`config.mk`:
```
export PLATFORM = sky130hd
export DESIGN_NAME = clock_wake_lvd_config
export DESIGN_NICKNAME = d
export VERILOG_FILES = /design/src/inc/clock_wake_lvd_pkg.sv /design/src/design/clock_wake_lvd_config.sv
export SDC_FILE = /design/constraint.sdc
export NUM_CORES = 1
export LEC_CHECK = 0
export BUFFER_PORTS_ARGS = -buffer_cell sky130_fd_sc_hd__buf_2
export CORE_ASPECT_RATIO = 1.75
export CORE_MARGIN = 1.5
export CORE_UTILIZATION = 44
export DETAILED_ROUTE_END_ITERATION = 7
export PLACE_DENSITY = 0.76
export REMOVE_ABC_BUFFERS = 1
export SLEW_MARGIN = 20
export SYNTH_ARGS = -nofsm -noshare
export SYNTH_HDL_FRONTEND = slang
export SYNTH_SLANG_ARGS = --single-unit
export TNS_END_PERCENT = 30
```
`constraint.sdc`:
```
create_clock -name clk_i -period 2 [get_ports clk_i]
set_input_delay 0.2 -clock clk_i [delete_from_list [all_inputs] [get_ports clk_i]]
set_output_delay 0.2 -clock clk_i [all_outputs]
set_load 0.01 [all_outputs]
```
`src/inc/clock_wake_lvd_pkg.sv`:
```
// Package for the clock, wake-up and low-voltage configuration block.
// Assumes a single 25 MHz clock and an APB register bus with 32-bit data.
package clock_wake_lvd_pkg;
   // ----------------------------------------
   // Register byte addresses (index times four)
   // ----------------------------------------
   localparam int unsigned IDX_CLOCK_SOURCE = 'h00;
   localparam int unsigned IDX_GAIN = 'h01;
   localparam int unsigned IDX_TRIM = 'h02;
   localparam int unsigned IDX_LOW_VOLTAGE = 'h03;
   localparam int unsigned IDX_WAKE = 'h07;
   localparam int unsigned IDX_CPU_DIV = 'h2e;
   localparam int unsigned IDX_STATUS = 'h30;
   localparam logic [7:0] ADDR_CLOCK_SOURCE = 8'(IDX_CLOCK_SOURCE * 4);
   localparam logic [7:0] ADDR_GAIN = 8'(IDX_GAIN * 4);
   localparam logic [7:0] ADDR_TRIM = 8'(IDX_TRIM * 4);
   localparam logic [7:0] ADDR_LOW_VOLTAGE = 8'(IDX_LOW_VOLTAGE * 4);
   localparam logic [7:0] ADDR_WAKE = 8'(IDX_WAKE * 4);
   localparam logic [7:0] ADDR_CPU_DIV = 8'(IDX_CPU_DIV * 4);
   localparam logic [7:0] ADDR_STATUS = 8'(IDX_STATUS * 4);
   // ----------------------------------------
   // Reset values and field widths
   // ----------------------------------------
   localparam logic [1:0] CLOCK_SOURCE_RESET = 2'h0;
   localparam logic [2:0] GAIN_RESET = 3'h0;
   localparam logic [5:0] TRIM_RESET = 6'h14;
   localparam logic [5:0] TRIM_MAX = 6'h28;
   localparam logic [1:0] LOW_VOLTAGE_RESET = 2'h2;
   localparam logic [7:0] WAKE_RESET = 8'h00;
   localparam logic [5:0] CPU_DIV_RESET = 6'h00;
   // ----------------------------------------
   // Timing
   // ----------------------------------------
   localparam int unsigned INITIAL_DELAY_CYCLES = 4096;
   localparam int unsigned PRESCALE_UNIT_CYCLES = 4096;
   localparam int unsigned CLK_PERIOD_NS = 40;
   // ----------------------------------------
   // Enumerations
   // ----------------------------------------
   typedef enum logic [1:0]
   {
      SRC_INTERNAL = 2'b00,
      SRC_EXTERNAL = 2'b01,
      SRC_RC = 2'b10
   } clock_source_t;
   typedef enum logic [1:0]
   {
      LV_OFF = 2'b00,
      LV_MEDIUM = 2'b01,
      LV_LOWEST = 2'b10,
      LV_HIGHEST = 2'b11
   } lv_level_t;
endpackage

```
`src/design/clock_wake_lvd_config.sv`:
```
// Clock divider, option byte capture, gain decode and start-up delay sequencer.
// Assumes option bytes are stable while reset_i is high and an APB master.

// Overview of operation
// - CPU clock divided by one-hot selector
// - Divider register read/write, resets zero
// - Two-bit option picks clock source
// - Gain field decoded to stage enables
// - Trim field drives oscillator current generators
// - Trim option resets to twenty
// - Detector field: off, medium, lowest, highest
// - Hold CPU 4096 times wake plus one
// - Internal source skips the prescaled delay
// - Initial 4096-cycle delay first after reset and slow causes
// - Detector or watchdog reset restarts immediately
// - Separate CPU and peripheral clock enables
module clock_wake_lvd_config #(
   parameter int unsigned INIT_CYCLES = clock_wake_lvd_pkg::INITIAL_DELAY_CYCLES,
   parameter int unsigned UNIT_CYCLES = clock_wake_lvd_pkg::PRESCALE_UNIT_CYCLES
) (
   // Clock and reset
   input wire logic clk_i,
   input wire logic reset_i,
   // Reset and wake causes
   input wire logic ext_reset_i,
   input wire logic por_reset_i,
   input wire logic halt_wake_i,
   input wire logic lvd_reset_i,
   input wire logic wdog_reset_i,
   // Option bytes
   input wire logic [7:0] opt_clock_source_i,
   input wire logic [7:0] opt_gain_i,
   input wire logic [7:0] opt_trim_i,
   input wire logic [7:0] opt_low_voltage_i,
   input wire logic [7:0] opt_wake_i,
   // APB slave
   input wire logic psel_i,
   input wire logic penable_i,
   input wire logic pwrite_i,
   input wire logic [7:0] paddr_i,
   input wire logic [31:0] pwdata_i,
   output logic [31:0] prdata_o,
   output logic pready_o,
   output logic pslverr_o,
   // Clock network controls
   output logic cpu_clk_en_o,
   output logic periph_clk_en_o,
   output logic [1:0] clock_source_o,
   output logic [7:0] gain_stage_en_o,
   output logic gain_code_bad_o,
   output logic [5:0] trim_o,
   output logic [1:0] lv_level_o,
   output logic lv_enable_o,
   output logic osc_enable_o,
   output logic cpu_run_o
);
   // ----------------------------------------
   // Helpers
   // ----------------------------------------
   // Divide ratio minus one from the one-hot selector
   function automatic logic [5:0] div_limit(input logic [5:0] sel);
      unique case (sel)
         6'h00: div_limit = 6'h00;
         6'h01: div_limit = 6'h01;
         6'h02: div_limit = 6'h03;
         6'h04: div_limit = 6'h07;
         6'h08: div_limit = 6'h0f;
         6'h10: div_limit = 6'h1f;
         default: div_limit = 6'h3f; // 100000 and all others: /64
      endcase
   endfunction

   typedef enum logic [1:0]
   {
      ST_RESET = 2'b00,
      ST_INIT = 2'b01,
      ST_PRESCALE = 2'b10,
      ST_RUN = 2'b11
   } seq_state_t;

   // ----------------------------------------
   // State
   // ----------------------------------------
   logic [7:0] cause_meta_reg; // First synchroniser stage of causes
   logic [7:0] cause_sync_reg; // Second stage, safe to read
   logic [5:0] cpu_div_reg; // Software divide selector
   logic [5:0] div_cnt_reg; // Divider counter
   logic [1:0] clock_source_reg; // Frozen clock source option
   logic [2:0] gain_reg; // Frozen gain option
   logic [5:0] trim_reg; // Frozen trim option
   logic [1:0] lv_reg; // Frozen detector option
   logic [7:0] wake_reg; // Frozen wake prescaler
   seq_state_t state_reg; // Start-up sequencer
   logic [12:0] cyc_cnt_reg; // Cycles within one unit
   logic [8:0] unit_cnt_reg; // Prescaler units elapsed
   logic ext_req; // Slow restart requested
   logic fast_req; // Immediate restart requested
   logic [5:0] div_lim;
   logic apb_access;
   logic [31:0] rdata;

   // Cause vector: ext, por, halt, lvd, wdog
   always_ff @(posedge clk_i)
   begin
      cause_meta_reg <= {3'h0, ext_reset_i, por_reset_i, halt_wake_i, lvd_reset_i, wdog_reset_i};
      cause_sync_reg <= cause_meta_reg;
   end

   assign ext_req = cause_sync_reg[4] | cause_sync_reg[3] | cause_sync_reg[2];
   assign fast_req = cause_sync_reg[1] | cause_sync_reg[0];

   // ----------------------------------------
   // Option byte capture
   // ----------------------------------------
   // Sampled only while reset is high
   always_ff @(posedge clk_i)
   begin
      if (reset_i)
      begin
         clock_source_reg <= opt_clock_source_i[1:0];
         gain_reg <= opt_gain_i[2:0];
         trim_reg <= opt_trim_i[5:0];
         lv_reg <= opt_low_voltage_i[1:0];
         wake_reg <= opt_wake_i;
      end
   end

   // Source decode: upper bit set means RC
   always_comb
   begin
      if (clock_source_reg[1])
         clock_source_o = clock_wake_lvd_pkg::SRC_RC;
      else
         clock_source_o = clock_source_reg;
   end

   // Gain stages as thermometer enables
   always_comb
   begin
      gain_code_bad_o = 1'b0;
      unique case (gain_reg)
         3'h0: gain_stage_en_o = 8'h00;
         3'h1: gain_stage_en_o = 8'h01;
         3'h3: gain_stage_en_o = 8'h07;
         3'h5: gain_stage_en_o = 8'h3f;
         3'h7: gain_stage_en_o = 8'hff;
         default:
         begin
            gain_stage_en_o = 8'h00; // Illegal codes enable nothing
            gain_code_bad_o = 1'b1;
         end
      endcase
   end

   assign trim_o = trim_reg; // relies on the programmer
   assign lv_level_o = lv_reg;
   assign lv_enable_o = (lv_reg != clock_wake_lvd_pkg::LV_OFF);

   // ----------------------------------------
   // CPU divider register
   // ----------------------------------------
   assign apb_access = psel_i & penable_i;

   always_ff @(posedge clk_i)
   begin
      if (reset_i)
         cpu_div_reg <= clock_wake_lvd_pkg::CPU_DIV_RESET;
      else if (apb_access & pwrite_i & (paddr_i == clock_wake_lvd_pkg::ADDR_CPU_DIV))
         cpu_div_reg <= pwdata_i[5:0];
   end

   assign div_lim = div_limit(cpu_div_reg);

   // Divider counter; CPU enable pulses once per period
   always_ff @(posedge clk_i)
   begin
      if (reset_i || div_cnt_reg >= div_lim)
         div_cnt_reg <= 6'h00;
      else
         div_cnt_reg <= div_cnt_reg + 6'h01;
   end

   assign cpu_clk_en_o = cpu_run_o & (div_cnt_reg == 6'h00);
   assign periph_clk_en_o = cpu_run_o;

   // ----------------------------------------
   // Start-up sequencer
   // ----------------------------------------
   // Init delay, optional prescaled delay, then run
   always_ff @(posedge clk_i)
   begin
      if (reset_i)
      begin
         state_reg <= ST_RESET;
         cyc_cnt_reg <= 13'h0000;
         unit_cnt_reg <= 9'h000;
      end
      else if (fast_req)
      begin
         state_reg <= ST_RUN;
         cyc_cnt_reg <= 13'h0000;
         unit_cnt_reg <= 9'h000;
      end
      else if (ext_req)
      begin
         state_reg <= ST_INIT;
         cyc_cnt_reg <= 13'h0000;
         unit_cnt_reg <= 9'h000;
      end
      else
      begin
         unique case (state_reg)
            ST_RESET:
            begin
               state_reg <= ST_INIT;
            end
            ST_INIT:
            begin
               if (cyc_cnt_reg == 13'(INIT_CYCLES - 1))
               begin
                  cyc_cnt_reg <= 13'h0000;
                  if (clock_source_o == clock_wake_lvd_pkg::SRC_INTERNAL)
                     state_reg <= ST_RUN;
                  else
                     state_reg <= ST_PRESCALE;
               end
               else
                  cyc_cnt_reg <= cyc_cnt_reg + 13'h0001;
            end
            ST_PRESCALE:
            begin
               if (cyc_cnt_reg == 13'(UNIT_CYCLES - 1))
               begin
                  cyc_cnt_reg <= 13'h0000;
                  if (unit_cnt_reg == {1'b0, wake_reg})
                     state_reg <= ST_RUN;
                  else
                     unit_cnt_reg <= unit_cnt_reg + 9'h001;
               end
               else
                  cyc_cnt_reg <= cyc_cnt_reg + 13'h0001;
            end
            ST_RUN:
            begin
               state_reg <= ST_RUN;
            end
         endcase
      end
   end

   assign cpu_run_o = (state_reg == ST_RUN);
   assign osc_enable_o = 1'b1; // Oscillator kept on in every state here

   // ----------------------------------------
   // APB read side
   // ----------------------------------------
   always_comb
   begin
      rdata = 32'h0000_0000;
      pslverr_o = 1'b0;
      unique case (paddr_i)
         clock_wake_lvd_pkg::ADDR_CLOCK_SOURCE: rdata = {30'h0, clock_source_reg};
         clock_wake_lvd_pkg::ADDR_GAIN: rdata = {29'h0, gain_reg};
         clock_wake_lvd_pkg::ADDR_TRIM: rdata = {26'h0, trim_reg};
         clock_wake_lvd_pkg::ADDR_LOW_VOLTAGE: rdata = {30'h0, lv_reg};
         clock_wake_lvd_pkg::ADDR_WAKE: rdata = {24'h0, wake_reg};
         clock_wake_lvd_pkg::ADDR_CPU_DIV: rdata = {26'h0, cpu_div_reg};
         clock_wake_lvd_pkg::ADDR_STATUS: rdata = {29'h0, gain_code_bad_o, state_reg};
         default: pslverr_o = apb_access; // Unmapped
      endcase
   end

   // Read data registered at the setup cycle
   always_ff @(posedge clk_i)
   begin
      if (reset_i)
         prdata_o <= 32'h0000_0000;
      else if (psel_i & ~penable_i & ~pwrite_i)
         prdata_o <= rdata;
   end

   assign pready_o = 1'b1; // Zero wait states
endmodule

```
==> metrics.md <==
| Metric | Value |
|---|---|
| Status | finished with violations |
| Failing checks | negative setup slack |
| Normalized max-slew margin | 55.6% |
| Sequence of cells on the critical path | or3_4 -> buf_6 -> nor3_4 -> ha_1 -> a21o_1 -> a21o_1 -> a21o_4 -> a311oi_2 |
| Final Max Tran Viols | 0 |
| CTS Buf Count | 9 |
| Rows | 44 |
| Post-synth top area share | 29.1% |
| Critical-path top delay cell | or3_4 |
| Buffers on Ports | 76 |
| Static Leak | 1.91 nW |
| Initial antenna violation count | 0 |
| Post-DP Area | 4250 um^2 |
| CP max FO | 6 |
| CTS root buf | clkbuf_16 |
| Layout Skew | 0.00653 ns |
| Die H | 125 um |
| RSZ-0062 raised after global routing | yes |
| Setup CP Type | reg -> reg |
| Max incr delay on CP | 0.40 ns |
| Max_cap viols | 0 |
| Ys async rst share | 0% |
| Post-synth EDFFs | 21 |
| DR vias/cell | 5.50 |
| Crit path capture type | register |
| Setup crit start kind | register |
| Finish-stage setup viols | 6 |
| Syn-to-layout area delta | 28.9% |
| Initial DRT Pass Iterations | 4 |
| Yosys Warn Count | 0 |
| First-pass GRT wire length | 14,600 um |
| Routed Antenna Nets | 0 |
| Fmax | 0.473 GHz |
| Clock buffer depth | 2 |
| Cell count after synthesis | 370 |
| Clk Latency, worst-skew pair | 0.33 ns |
| Top Ports | 148 |
| Post-Synthesis Cell Area | 3710 um^2 |
| Data arrival time of the worst path | 2.35 ns |
| Final WS setup | -0.115 ns |
| Power Dens Cells | 761 nW/um^2 |
| Maximum VDD drop | 0.458 mV |
| GRT Resource Usage Total | 20.9% |
| Seq cells post-synth | 75 |
| Number of flip-flops in the largest register | 13 |
| Grt ovf | 0 |
| CP dominant cell by count | a21o_1 |
| Die ar. | 9020 um^2 |
| Post-Place Worst Slack | -0.286 ns |
| Yosys top cell by area | dfxtp_1 |
| Layout Nets | 578 |
| Dpl hpwl | 6850 um |
| Main synth FF type | dfxtp_1 |
| Worst slew pin tran | 0.664 ns |
| Core Region | 8260 um^2 |
| Post-DR wirelength/cell | 16.0 um |
| Share of cells above drive strength 1 | 32.8% |
| Final WL | 9160 um |
| Fill cells | 689 |
| Synth cell types | 56 |
| Largest net degree at the start of global routing | 23 |
| Synthesized area per cell | 10.0 um^2 |
| Initial DRC Count | 139 |
| Total power | 3.65 mW |
| Min Tclk post-route | 2.12 ns |
| Top cells by area, synth | dfxtp_1, edfxtp_1, buf_4 |
| Initial Util | 45.0% |
| Chip width | 72.4 um |
| N_diodes | 0 |
| Placer Congestion | 0.944 |
| Hold Path Class | in -> reg |
| CTS tree | built |
| Req. time, crit path | 2.23 ns |
| Tcrit/Tclk final | 106% |
| Vias in the first global route | 3,166 |
| Sequential fraction of the synthesis area | 46.1% |
| Max H-tree Level | 3 |
| # clock sinks | 75 |
| Detailed-route DRC error count | 0 |
| Final Instance Area | 4790 um^2 |
| Final hold violations | 0 |
| Total number of vias | 3,143 |
| Worst-path clk slew | 0.06 ns |
## routing by layer
metal,wire length (um),global-route usage (%),vias to the layer above
li1,-,-,1510
met1,3300,20.4,1492
met2,5060,39.0,114
met3,402,4.05,27
met4,391,11.8,0
met5,0,0,-
## cell usage after synthesis (all sizes together), types with 3 or more instances
library cell  instances
a211oi                6
a21o                  4
a21oi                13
a222oi                3
a311oi                5
and3                  8
and4                  3
buf                  34
clkbuf                9
dfxtp                54
edfxtp               21
ha                   14
inv                  10
mux2i                10
nand2                16
nand2b                9
nand3                10
nand4                10
nor2                 31
nor2b                 5
nor3                 11
nor4                  4
o21ai                 9
o311ai                4
o31ai                 5
o41ai                 3
or2                   3
or3                   6
or4                   5
or4b                  3
xnor2                12
xor2                 10
## critical path: cells and delay by family, from the launching register on
| kind | cells | cell delay [ns] |
|---|---|---|
| flip-flops | 1 | 0.32 |
| buffers and inverters | 1 | 0.14 |
| adder cells (fa/ha/maj) | 1 | 0.25 |
| AND/OR/NAND/NOR | 2 | 0.51 |
| AO/OA/AOI/OAI | 4 | 0.80 |
## repair_timing
item	CTS	global route
gates resized for setup	27	6
gates cloned	0	0
setup buffers	1	0
pin swaps	18	3
endpoints found under the hold margin	5	0
hold buffers	5	0
setup endpoints to repair	7	13
## layout make-up
cell class | instances | area (um^2) | share of cell area (%)
Clock buffer | 9 | 225 | 4.70
Multi-Input combinational cell | 266 | 1910 | 39.8
Inverter | 10 | 37.5 | 0.784
Sequential cell | 75 | 1720 | 35.9
Tap cell | 92 | 115 | 2.40
Clock inverter | 7 | 101 | 2.12
Timing Repair Buffer | 112 | 683 | 14.3
## where the power goes
group	switching [mW]	leakage, nW	internal, mW
sequential	0.0379	0.647	1.62
clock	0.629	0.152	1.10
combinational	0.150	1.11	0.114
## stage by stage
| step | TNS [ns] | hold WS (ns) | utilization (%) | cells |
|---|---|---|---|---|
| 6_report | -0.507 | 0.0426 | 58.0 | 571 |
| 5_1_grt | -0.911 | 0.0268 | 58.0 | 571 |
| 4_1_cts | -0.539 | 0.0341 | 57.7 | 571 |
| 3_5_place_dp | -1.30 | 0.304 | 51.5 | 549 |
| 3_3_place_gp | -1.07 | 0.304 | 51.5 | 549 |
| 2_1_floorplan | -0.651 | 0.228 | - | 351 |
## final timing paths
| check | from | end | slack, ns | depth (start not counted) |
|---|---|---|---|---|
| hold / removal | opt_trim_i[3] | trim_o[3] | 0.04 | 1 |
| hold reg to reg | cause_meta_reg[4] | cause_sync_reg[4] | 0.32 | 0 |
| setup reg to reg | cpu_div_reg[4] | div_cnt_reg[4] | -0.12 | 8 |
| setup / recovery | cpu_div_reg[4] | div_cnt_reg[4] | -0.12 | 8 |
## cells in the final DEF (no fill, tap or decap), types with 4 or more instances in the layout
master and n:
buf_2 76, dfxtp_1 49, nor2_1 29, buf_4 28, conb_1 26, edfxtp_1 21, nand2_1 16, a21oi_1 13
xnor2_1 12, ha_1 12, xor2_1 10, nand3_1 10, mux2i_1 10, nand4_1 9, clkbuf_16 9, inv_1 8
and3_1 8, nor3_1 8, nand2b_1 8, o21ai_1 6, nor2b_1 5, a211oi_1 5, or4_1 5, o31ai_1 5
a311oi_2 5, dfxtp_2 5, dlygate4sd3_1 5, or3_1 4
## cells by family after synthesis
kind of cell / share of synthesized area (%)
AO/OA/AOI/OAI: 11.7
adder cells (fa/ha/maj): 4.99
flip-flops: 46.1
multiplexers: 2.70
other: 0.202
AND/OR/NAND/NOR: 20.5
XOR/XNOR: 5.19
buffers and inverters: 8.66
Note: power is estimated with default switching activity, not from simulation.
